`config.mk`:
```
export PLATFORM = sky130hd
export DESIGN_NAME = scc_clock_select
export DESIGN_NICKNAME = d
export VERILOG_FILES = /design/src/logic/scc_pkg.sv /design/src/logic/scc_clock_select.sv
export SDC_FILE = /design/constraint.sdc
export NUM_CORES = 1
export LEC_CHECK = 0
export BUFFER_PORTS_ARGS = -buffer_cell sky130_fd_sc_hd__buf_4
export CAP_MARGIN = 20
export CELL_PAD_IN_SITES_DETAIL_PLACEMENT = 1
export CELL_PAD_IN_SITES_GLOBAL_PLACEMENT = 2
export CORE_MARGIN = 3
export CORE_UTILIZATION = 31
export DETAILED_ROUTE_END_ITERATION = 7
export PLACE_DENSITY = 0.87
export SKIP_CTS_REPAIR_TIMING = 1
export SYNTH_ARGS = -nofsm -noshare
export SYNTH_HDL_FRONTEND = slang
export SYNTH_SLANG_ARGS = --single-unit
export TNS_END_PERCENT = 10
```
`constraint.sdc`:
```
create_clock -name clk_i -period 2 [get_ports clk_i]
set_input_delay 0.1 -clock clk_i [delete_from_list [all_inputs] [get_ports clk_i]]
set_output_delay 0.1 -clock clk_i [all_outputs]
set_load 0.02 [all_outputs]
```
`src/logic/scc_pkg.sv`:
```
// package: register map, field positions, reset values and carriers of the clock select block
package scc_pkg;
    // register offsets (byte addresses)
    localparam logic [3:0] OFF_OSC_MODE = 4'h0;   // osc_mode_select_reg
    localparam logic [3:0] OFF_MAIN_OSC = 4'h4;   // main_osc_ctrl_reg
    localparam logic [3:0] OFF_MAIN_MODE = 4'h8;  // main_clock_mode_reg
    localparam logic [3:0] OFF_PROC_CLK = 4'hC;   // processor_clock_ctrl
    localparam logic [4:0] OFF_INT_OSC = 5'h10;   // internal_osc_mode_reg
    localparam logic [4:0] ADDR_TOP = 5'h10;
    // osc_mode_select_reg fields
    localparam int B_MAIN_EXT = 7;
    localparam int B_MAIN_PIN_EN = 6;
    localparam int B_SUB_EXT = 5;
    localparam int B_SUB_EN = 4;
    localparam int B_AMP_HIGH = 0;
    // main_osc_ctrl_reg
    localparam int B_MAIN_STOP = 7;
    // main_clock_mode_reg
    localparam int B_MAIN_FLAG = 5;
    localparam int B_MAIN_SEL = 2;
    localparam int B_MAIN_MODE = 0;
    // processor_clock_ctrl
    localparam int B_SUB_START = 6;
    localparam int B_SUB_FLAG = 5;
    localparam int B_CPU_SRC = 4;
    localparam int B_DIV_HI = 2;
    // internal_osc_mode_reg
    localparam int B_HS_STABLE = 7;
    localparam int B_LS_STOP = 1;
    localparam int B_HS_STOP = 0;
    // reset values
    localparam logic [7:0] RST_OSC_MODE = 8'h00;
    localparam logic [7:0] RST_MAIN_OSC = 8'h80;
    localparam logic [7:0] RST_MAIN_MODE = 8'h00;
    localparam logic [7:0] RST_PROC_CLK = 8'h01;
    localparam logic [7:0] RST_INT_OSC = 8'h00;
    localparam logic [2:0] DIV_MAX = 3'h4;
    // timing
    localparam int CLK_MHZ = 125;
    localparam int HS_STAB_NS = 2000;
    localparam int HS_STAB_CYC = (HS_STAB_NS * CLK_MHZ + 999) / 1000;
    localparam int LS_FREQ_KHZ = 240;
    localparam int LS_HALF_CYC = (CLK_MHZ * 1000) / (2 * LS_FREQ_KHZ);

    typedef enum logic [1:0] {
        SRC_HS_INT,
        SRC_HS_SYS,
        SRC_SUB
    } scc_src_t;

    typedef struct packed {
        logic sub_in_port;    // crystal-in pin left as general port
        logic sub_crystal;    // oscillation amplifier on
        logic sub_ext_input;  // external clock accepted on second pin
        logic main_osc_run;
        logic main_ext_input;
        logic amp_gain_high;
    } scc_pin_ctrl_t;

    typedef struct packed {
        logic cpu_clk;
        logic per_clk;
        logic wdt_clk;
        logic tmh1_clk;
    } scc_clk_out_t;
endpackage

```
`src/logic/scc_clock_select.sv`:
```
// clock source select, oscillator control and glitch-free switch with wishbone registers
`timescale 1ns/1ns
module scc_clock_select #(
    parameter int STAB_CYC = scc_pkg::HS_STAB_CYC
) (
    input wire logic clk_i,
    input wire logic rst_i,
    input wire logic [31:0] wb_adr_i,
    input wire logic [31:0] wb_dat_i,
    input wire logic [3:0] wb_sel_i,
    input wire logic wb_we_i,
    input wire logic wb_cyc_i,
    input wire logic wb_stb_i,
    output logic [31:0] wb_dat_o,
    output logic wb_ack_o,
    input wire logic hs_int_clk_i,
    input wire logic hs_sys_clk_i,
    input wire logic sub_clk_i,
    input wire logic ls_fixed_i,
    input wire logic stop_mode_i,
    output scc_pkg::scc_pin_ctrl_t pins_o,
    output scc_pkg::scc_clk_out_t clks_o,
    output logic hs_int_osc_run_o,
    output logic ls_osc_run_o
);
    import scc_pkg::*;

    // clock inputs arrive from other domains: two flops each
    logic [2:0] sync1_ff, sync2_ff, nxt_sync1, nxt_sync2;
    always_comb begin
        nxt_sync1 = {sub_clk_i, hs_sys_clk_i, hs_int_clk_i};
        nxt_sync2 = sync1_ff;
    end
    always_ff @(posedge clk_i) begin
        sync1_ff <= nxt_sync1;
        sync2_ff <= nxt_sync2;
    end
    logic [1:0] strap_s1_ff, strap_s2_ff, nxt_strap_s1, nxt_strap_s2;
    always_comb begin
        nxt_strap_s1 = {stop_mode_i, ls_fixed_i};
        nxt_strap_s2 = strap_s1_ff;
    end
    always_ff @(posedge clk_i) begin
        strap_s1_ff <= nxt_strap_s1;
        strap_s2_ff <= nxt_strap_s2;
    end

    // registers
    logic [7:0] osc_mode_ff, main_osc_ff, main_mode_ff, proc_clk_ff, int_osc_ff;
    logic [7:0] nxt_osc_mode, nxt_main_osc, nxt_main_mode, nxt_proc_clk, nxt_int_osc;
    logic ack_ff, nxt_ack;
    logic [31:0] rdat_ff, nxt_rdat;
    logic ls_fixed_ff, nxt_ls_fixed;
    logic strap_taken_ff, nxt_strap_taken;
    scc_src_t cpu_src_ff, nxt_cpu_src;
    scc_src_t per_src_ff, nxt_per_src;
    logic hs_stable_ff, nxt_hs_stable;
    logic [15:0] stab_cnt_ff, nxt_stab_cnt;

    function automatic logic [7:0] wb_merge(input logic [7:0] cur, input logic [31:0] d,
                                            input logic lane);
        wb_merge = lane ? d[7:0] : cur;
    endfunction

    logic wb_req;
    logic [4:0] adr;
    assign wb_req = wb_cyc_i && wb_stb_i && !ack_ff;
    assign adr = wb_adr_i[4:0];

    always_comb begin
        nxt_osc_mode = osc_mode_ff;
        nxt_main_osc = main_osc_ff;
        nxt_main_mode = main_mode_ff;
        nxt_proc_clk = proc_clk_ff;
        nxt_int_osc = int_osc_ff;
        nxt_ack = wb_req;
        nxt_rdat = 32'h0000_0000;
        nxt_ls_fixed = ls_fixed_ff;
        nxt_strap_taken = 1'b1;
        if (!strap_taken_ff) begin
            nxt_ls_fixed = strap_s2_ff[0];
        end
        if (wb_req && wb_we_i) begin
            unique case (adr)
                OFF_OSC_MODE: nxt_osc_mode = wb_merge(osc_mode_ff, wb_dat_i, wb_sel_i[0]);
                OFF_MAIN_OSC: nxt_main_osc = wb_merge(main_osc_ff, wb_dat_i, wb_sel_i[0]);
                OFF_MAIN_MODE: nxt_main_mode = wb_merge(main_mode_ff, wb_dat_i, wb_sel_i[0]);
                OFF_PROC_CLK: nxt_proc_clk = wb_merge(proc_clk_ff, wb_dat_i, wb_sel_i[0]);
                OFF_INT_OSC: nxt_int_osc = wb_merge(int_osc_ff, wb_dat_i, wb_sel_i[0]);
                default: ;
            endcase
            // status flags are not writable
            nxt_main_mode[B_MAIN_FLAG] = 1'b0;
            nxt_proc_clk[B_SUB_FLAG] = 1'b0;
            nxt_int_osc[B_HS_STABLE] = 1'b0;
            // prohibited divider codes keep the old value
            if (nxt_proc_clk[B_DIV_HI:0] > DIV_MAX) begin
                nxt_proc_clk[B_DIV_HI:0] = proc_clk_ff[B_DIV_HI:0];
            end
        end
        if (wb_req && !wb_we_i) begin
            unique case (adr)
                OFF_OSC_MODE: nxt_rdat[7:0] = osc_mode_ff;
                OFF_MAIN_OSC: nxt_rdat[7:0] = main_osc_ff;
                OFF_MAIN_MODE: begin
                    nxt_rdat[7:0] = main_mode_ff;
                    nxt_rdat[B_MAIN_FLAG] = (cpu_src_ff == SRC_HS_SYS);
                end
                OFF_PROC_CLK: begin
                    nxt_rdat[7:0] = proc_clk_ff;
                    nxt_rdat[B_SUB_FLAG] = (cpu_src_ff == SRC_SUB);
                end
                OFF_INT_OSC: begin
                    nxt_rdat[7:0] = int_osc_ff;
                    nxt_rdat[B_HS_STABLE] = hs_stable_ff;
                end
                default: nxt_rdat = 32'h0000_0000;
            endcase
        end
    end
    always_ff @(posedge clk_i) begin
        if (rst_i) begin
            osc_mode_ff <= RST_OSC_MODE;
            main_osc_ff <= RST_MAIN_OSC;
            main_mode_ff <= RST_MAIN_MODE;
            proc_clk_ff <= RST_PROC_CLK;
            int_osc_ff <= RST_INT_OSC;
            ack_ff <= 1'b0;
            rdat_ff <= 32'h0000_0000;
            ls_fixed_ff <= 1'b0;
            strap_taken_ff <= 1'b0;
        end else begin
            osc_mode_ff <= nxt_osc_mode;
            main_osc_ff <= nxt_main_osc;
            main_mode_ff <= nxt_main_mode;
            proc_clk_ff <= nxt_proc_clk;
            int_osc_ff <= nxt_int_osc;
            ack_ff <= nxt_ack;
            rdat_ff <= nxt_rdat;
            ls_fixed_ff <= nxt_ls_fixed;
            strap_taken_ff <= nxt_strap_taken;
        end
    end
    assign wb_ack_o = ack_ff;
    assign wb_dat_o = rdat_ff;

    // oscillator and pin control
    logic sub_start, sub_ext, sub_en;
    assign sub_start = proc_clk_ff[B_SUB_START];
    assign sub_ext = osc_mode_ff[B_SUB_EXT];
    assign sub_en = osc_mode_ff[B_SUB_EN];

    scc_pin_ctrl_t pins_ff, nxt_pins;
    logic hs_run_ff, nxt_hs_run, ls_run_ff, nxt_ls_run;
    always_comb begin
        // sub enable or the sub start bit gates the subclock; stop mode leaves the pins alone and only stops the internal high-speed oscillator
        nxt_pins.sub_crystal = sub_start || (!sub_ext && sub_en);
        nxt_pins.sub_ext_input = !sub_start && sub_ext && sub_en;
        nxt_pins.sub_in_port = !nxt_pins.sub_crystal;
        nxt_pins.main_osc_run = !main_osc_ff[B_MAIN_STOP] && osc_mode_ff[B_MAIN_PIN_EN];
        nxt_pins.main_ext_input = osc_mode_ff[B_MAIN_EXT];
        nxt_pins.amp_gain_high = osc_mode_ff[B_AMP_HIGH];
        nxt_hs_run = !int_osc_ff[B_HS_STOP] && !strap_s2_ff[1];
        nxt_ls_run = ls_fixed_ff || !int_osc_ff[B_LS_STOP];
    end

    // stabilization count for internal high-speed oscillator
    always_comb begin
        nxt_stab_cnt = stab_cnt_ff;
        nxt_hs_stable = hs_stable_ff;
        if (!hs_run_ff) begin
            nxt_stab_cnt = 16'h0000;
            nxt_hs_stable = 1'b0;
        end else if (!hs_stable_ff) begin
            nxt_stab_cnt = stab_cnt_ff + 16'h0001;
            nxt_hs_stable = (stab_cnt_ff == 16'(STAB_CYC - 1));
        end
    end

    // glitch-free switch: change source only while both clocks are low
    logic sub_half_ff, nxt_sub_half, sub_prev_ff, nxt_sub_prev;
    logic cur_cpu, cur_per, want_cpu, want_per;
    scc_src_t want_cpu_src, want_per_src;
    function automatic logic pick(input scc_src_t s, input logic [2:0] c, input logic sh);
        unique case (s)
            SRC_HS_INT: pick = c[0];
            SRC_HS_SYS: pick = c[1];
            SRC_SUB: pick = sh;
            default: pick = 1'b0;
        endcase
    endfunction
    always_comb begin
        if (proc_clk_ff[B_CPU_SRC]) begin
            want_cpu_src = SRC_SUB;
        end else if (main_mode_ff[B_MAIN_SEL] && main_mode_ff[B_MAIN_MODE]) begin
            want_cpu_src = SRC_HS_SYS;
        end else begin
            want_cpu_src = SRC_HS_INT;
        end
        want_per_src = main_mode_ff[B_MAIN_SEL] ? SRC_HS_SYS : SRC_HS_INT;
        nxt_sub_prev = sync2_ff[2];
        nxt_sub_half = sub_half_ff ^ (sync2_ff[2] && !sub_prev_ff);
        cur_cpu = pick(cpu_src_ff, sync2_ff, sub_half_ff);
        cur_per = pick(per_src_ff, sync2_ff, sub_half_ff);
        want_cpu = pick(want_cpu_src, sync2_ff, sub_half_ff);
        want_per = pick(want_per_src, sync2_ff, sub_half_ff);
        nxt_cpu_src = cpu_src_ff;
        nxt_per_src = per_src_ff;
        if (want_cpu_src != cpu_src_ff && !cur_cpu && !want_cpu) begin
            nxt_cpu_src = want_cpu_src;
        end
        if (want_per_src != per_src_ff && !cur_per && !want_per) begin
            nxt_per_src = want_per_src;
        end
    end

    // low-speed divider producing the watchdog count clock
    logic [15:0] ls_cnt_ff, nxt_ls_cnt;
    logic ls_clk_ff, nxt_ls_clk;
    always_comb begin
        nxt_ls_cnt = ls_cnt_ff;
        nxt_ls_clk = ls_clk_ff;
        if (ls_run_ff) begin
            if (ls_cnt_ff == 16'(LS_HALF_CYC - 1)) begin
                nxt_ls_cnt = 16'h0000;
                nxt_ls_clk = !ls_clk_ff;
            end else begin
                nxt_ls_cnt = ls_cnt_ff + 16'h0001;
            end
        end
    end

    scc_clk_out_t clks_ff, nxt_clks;
    always_comb begin
        nxt_clks.cpu_clk = pick(cpu_src_ff, sync2_ff, sub_half_ff);
        nxt_clks.per_clk = pick(per_src_ff, sync2_ff, sub_half_ff);
        nxt_clks.wdt_clk = ls_clk_ff;
        nxt_clks.tmh1_clk = ls_clk_ff;
    end

    always_ff @(posedge clk_i) begin
        if (rst_i) begin
            pins_ff <= '0;
            hs_run_ff <= 1'b1;
            ls_run_ff <= 1'b1;
            stab_cnt_ff <= 16'h0000;
            hs_stable_ff <= 1'b0;
            sub_half_ff <= 1'b0;
            sub_prev_ff <= 1'b0;
            cpu_src_ff <= SRC_HS_INT;
            per_src_ff <= SRC_HS_INT;
            ls_cnt_ff <= 16'h0000;
            ls_clk_ff <= 1'b0;
            clks_ff <= '0;
        end else begin
            pins_ff <= nxt_pins;
            hs_run_ff <= nxt_hs_run;
            ls_run_ff <= nxt_ls_run;
            stab_cnt_ff <= nxt_stab_cnt;
            hs_stable_ff <= nxt_hs_stable;
            sub_half_ff <= nxt_sub_half;
            sub_prev_ff <= nxt_sub_prev;
            cpu_src_ff <= nxt_cpu_src;
            per_src_ff <= nxt_per_src;
            ls_cnt_ff <= nxt_ls_cnt;
            ls_clk_ff <= nxt_ls_clk;
            clks_ff <= nxt_clks;
        end
    end
    assign pins_o = pins_ff;
    assign clks_o = clks_ff;
    assign hs_int_osc_run_o = hs_run_ff;
    assign ls_osc_run_o = ls_run_ff;
endmodule

```
==> results.cfg <==
[route]
drc = 0
drt_first_iter_violations = 133
postRouteAntennaNets = 0
wl_per_cell_um = 14.9
vias = 3307
drt_pre_antenna_iters = 4
viasPerCell = 4.84
routed_wl_mm = 10.2

[sta]
fin_worst_skew_ns = 0.00887
fin_crit_sh = 0.877
fmax_mhz = 570
fin_crit_ns = 1.75
worst_slew_pin_slew_ns = 0.568
finalSetupViolations = 0
hold_viol = 0
drv_slew = 0
slew_headroom = 0.620
tns_ns = 0
rsz0062_at_grt = false

[power]
vdd_drop_max_v = 0.000382
power.switching_mw = 0.949
p_leak_nw = 2.08
p_per_area_nw_per_um2 = 791
clkPwrFrac = 0.413
seq_power_share = 0.532
sw_frac_of_total = 0.230
p_int_mw = 3.18
comb_power_share = 0.055

[placed_design]
portBuffers = 44
gp_congestion = 0.742
dp_hpwl_mm = 7.41
post-place-cells = 662

[worst_setup_path]
path_common_cell = buf_4
required_ns = 2.22
end_kind = flip-flop
cp-start-kind = flip-flop
cpLargestDelayFamily = simple AND/OR/NAND/NOR gates
crit_fanout = 7
critPathArrivalTime_ns = 1.97
cpPeakStageDelay_ns = 0.50
crit_slowest_cell = or4_1
cp_cell_sequence = nand3b_2 > buf_4 > or4_1 > buf_4 > mux2i_1 > nor2_1
path_buf_inv = 2
path_class = flip-flop to flip-flop

[logic_synthesis]
synth_most_common_cell = dfxtp_1
async_flop_share = 0
synth_edf_count = 0
yosysSeqAreaShare = 0.494
synth_top_area_cell = dfxtp_1
yosysWarnings = 0
synth_cell_types = 52
avgSynthCellArea_um2 = 9.84
syn_area_um2 = 4380
synth_top_area_frac = 0.494
synth_flop_cell = dfxtp_1
synth_area_leaders = dfxtp_1, mux2i_1, nor2_1, buf_4, xor2_1
ys_top_cells_by_count = dfxtp_1, nor2_1, mux2i_1
ys_seq_elements = 108
syn_inst = 445

[layout]
drive_gt1_frac = 0.176
seq_area_um2 = 2160
diodes = 0
synthToLayoutAreaGrowth_pct = 19.3
final_cells = 683
nFillCells = 1528
multi_input_area_um2 = 2010
finalNetCount = 583

[floorplan]
num_rows = 42
die_w_um = 125
die_height_um = 125
initial_core_util = 0.324
core_area_um2 = 13500
top_level_ports = 123
die_area_um2 = 15600

[global_routing]
grt_pass1_wl_mm = 16.9
grt_max_degree = 41
grt_pass1_vias = 3497
overflow = 0
track_usage = 0.131
antenna_found_initial = 0

[clock_network]
cts_buffers = 9
path_clk_slew_ns = 0.07
clock-root-buffer = clkbuf_16
cts_tree = yes
cts_max_level = 3
cts.path.max_buffers = 2
clock_latency_ns = 0.34
clock_sinks = 108

[run_status]
outcome = finished clean

[run]
cap_violations = 0

[min_path]
min-delay-path-class = input pin to flip-flop
## worst reg2reg max path, stage by stage, from the launching register on
cell,delay (ns)
dfxtp_1,0.31
nand3b_2,0.20
buf_4,0.18
or4_1,0.50
buf_4,0.20
mux2i_1,0.18
nor2_1,0.07
## routing by layer
metal  routed length (um)  global-route usage  up-vias
li1                     -                   -     1625
met4                  201              0.0529        0
met2                 5120               0.235       55
met1                 4580               0.157     1614
met5                    0                   0        -
met3                  285              0.0197       13
## cell type report
type                    instances  area share
multi-input cells             310       0.385
clock inverters                 4     0.00575
clock buffers                  12      0.0491
inverters                       5     0.00359
repair buffers                 68       0.100
flip-flops and latches        108       0.414
well taps                     176      0.0422
## power groups by stage
stage	logic [mW]	registers (mW)	clock network, mW
2_1_floorplan	0.160	2.25	0
3_3_place_gp	0.213	2.25	0
3_5_place_dp	0.221	2.25	0
4_1_cts	0.221	2.20	1.75
5_1_grt	0.250	2.20	1.85
6_report	0.227	2.20	1.70
## per-stage QoR
step,setup slack (ns),hold slack [ns],util,instance area (um2),total power [mW]
after global placement,0.131,0.205,0.362,4880,2.46
after detailed placement,0.114,0.206,0.362,4880,2.47
after floorplan,0.0708,0.128,-,4460,2.41
final,0.246,0.0275,0.387,5220,4.13
after global routing,0.159,0.0454,0.387,5220,4.31
after CTS,0.248,-0.155,0.383,5170,4.18
## registers in the layout, summed over array words and instances, names as in the netlist, 6 cells and up
name and flops:
stab_cnt_ff 16, main_osc_ff 8, proc_clk_ff 7, int_osc_ff 7
main_mode_ff 7, ls_cnt_ff 16, osc_mode_ff 8, pins_o 6
wb_dat_o 8
## placed cells by master (no fill, tap or decap), drive strengths merged, types with 7 or more instances in the layout
cell      n
inv       7
dfxtp   108
a222oi    8
xor2     21
nand4    13
o21ai     8
clkbuf   12
a22oi     7
buf      63
conb     24
nor2     78
a21oi    14
mux2i    38
nor2b     8
nand2    14
## final timing paths
kind	start	to	slack, ns	cells after the start
worst max-delay path	wb_ack_o	int_osc_ff[1]	0.25	6
worst min-delay path	wb_dat_i[5]	osc_mode_ff[5]	0.03	3
worst min register to register	nxt_sync2[0]	sync2_ff[0]	0.33	0
worst max register to register	wb_ack_o	int_osc_ff[1]	0.25	6
## kinds of logic (layout without fill, tap and decap cells)
family / count (synthesis) / in the layout / share of synthesized area
mux: 39 / 39 / 0.0895
simple gates: 168 / 168 / 0.208
other cells: 1 / 24 / 0.000857
flops: 108 / 108 / 0.494
buf+inv: 50 / 89 / 0.0666
xor+xnor: 27 / 27 / 0.0540
compound gates: 49 / 49 / 0.0789
fa+ha+maj: 3 / 3 / 0.00857
No activity file was read; power rests on OpenSTA's default activity.
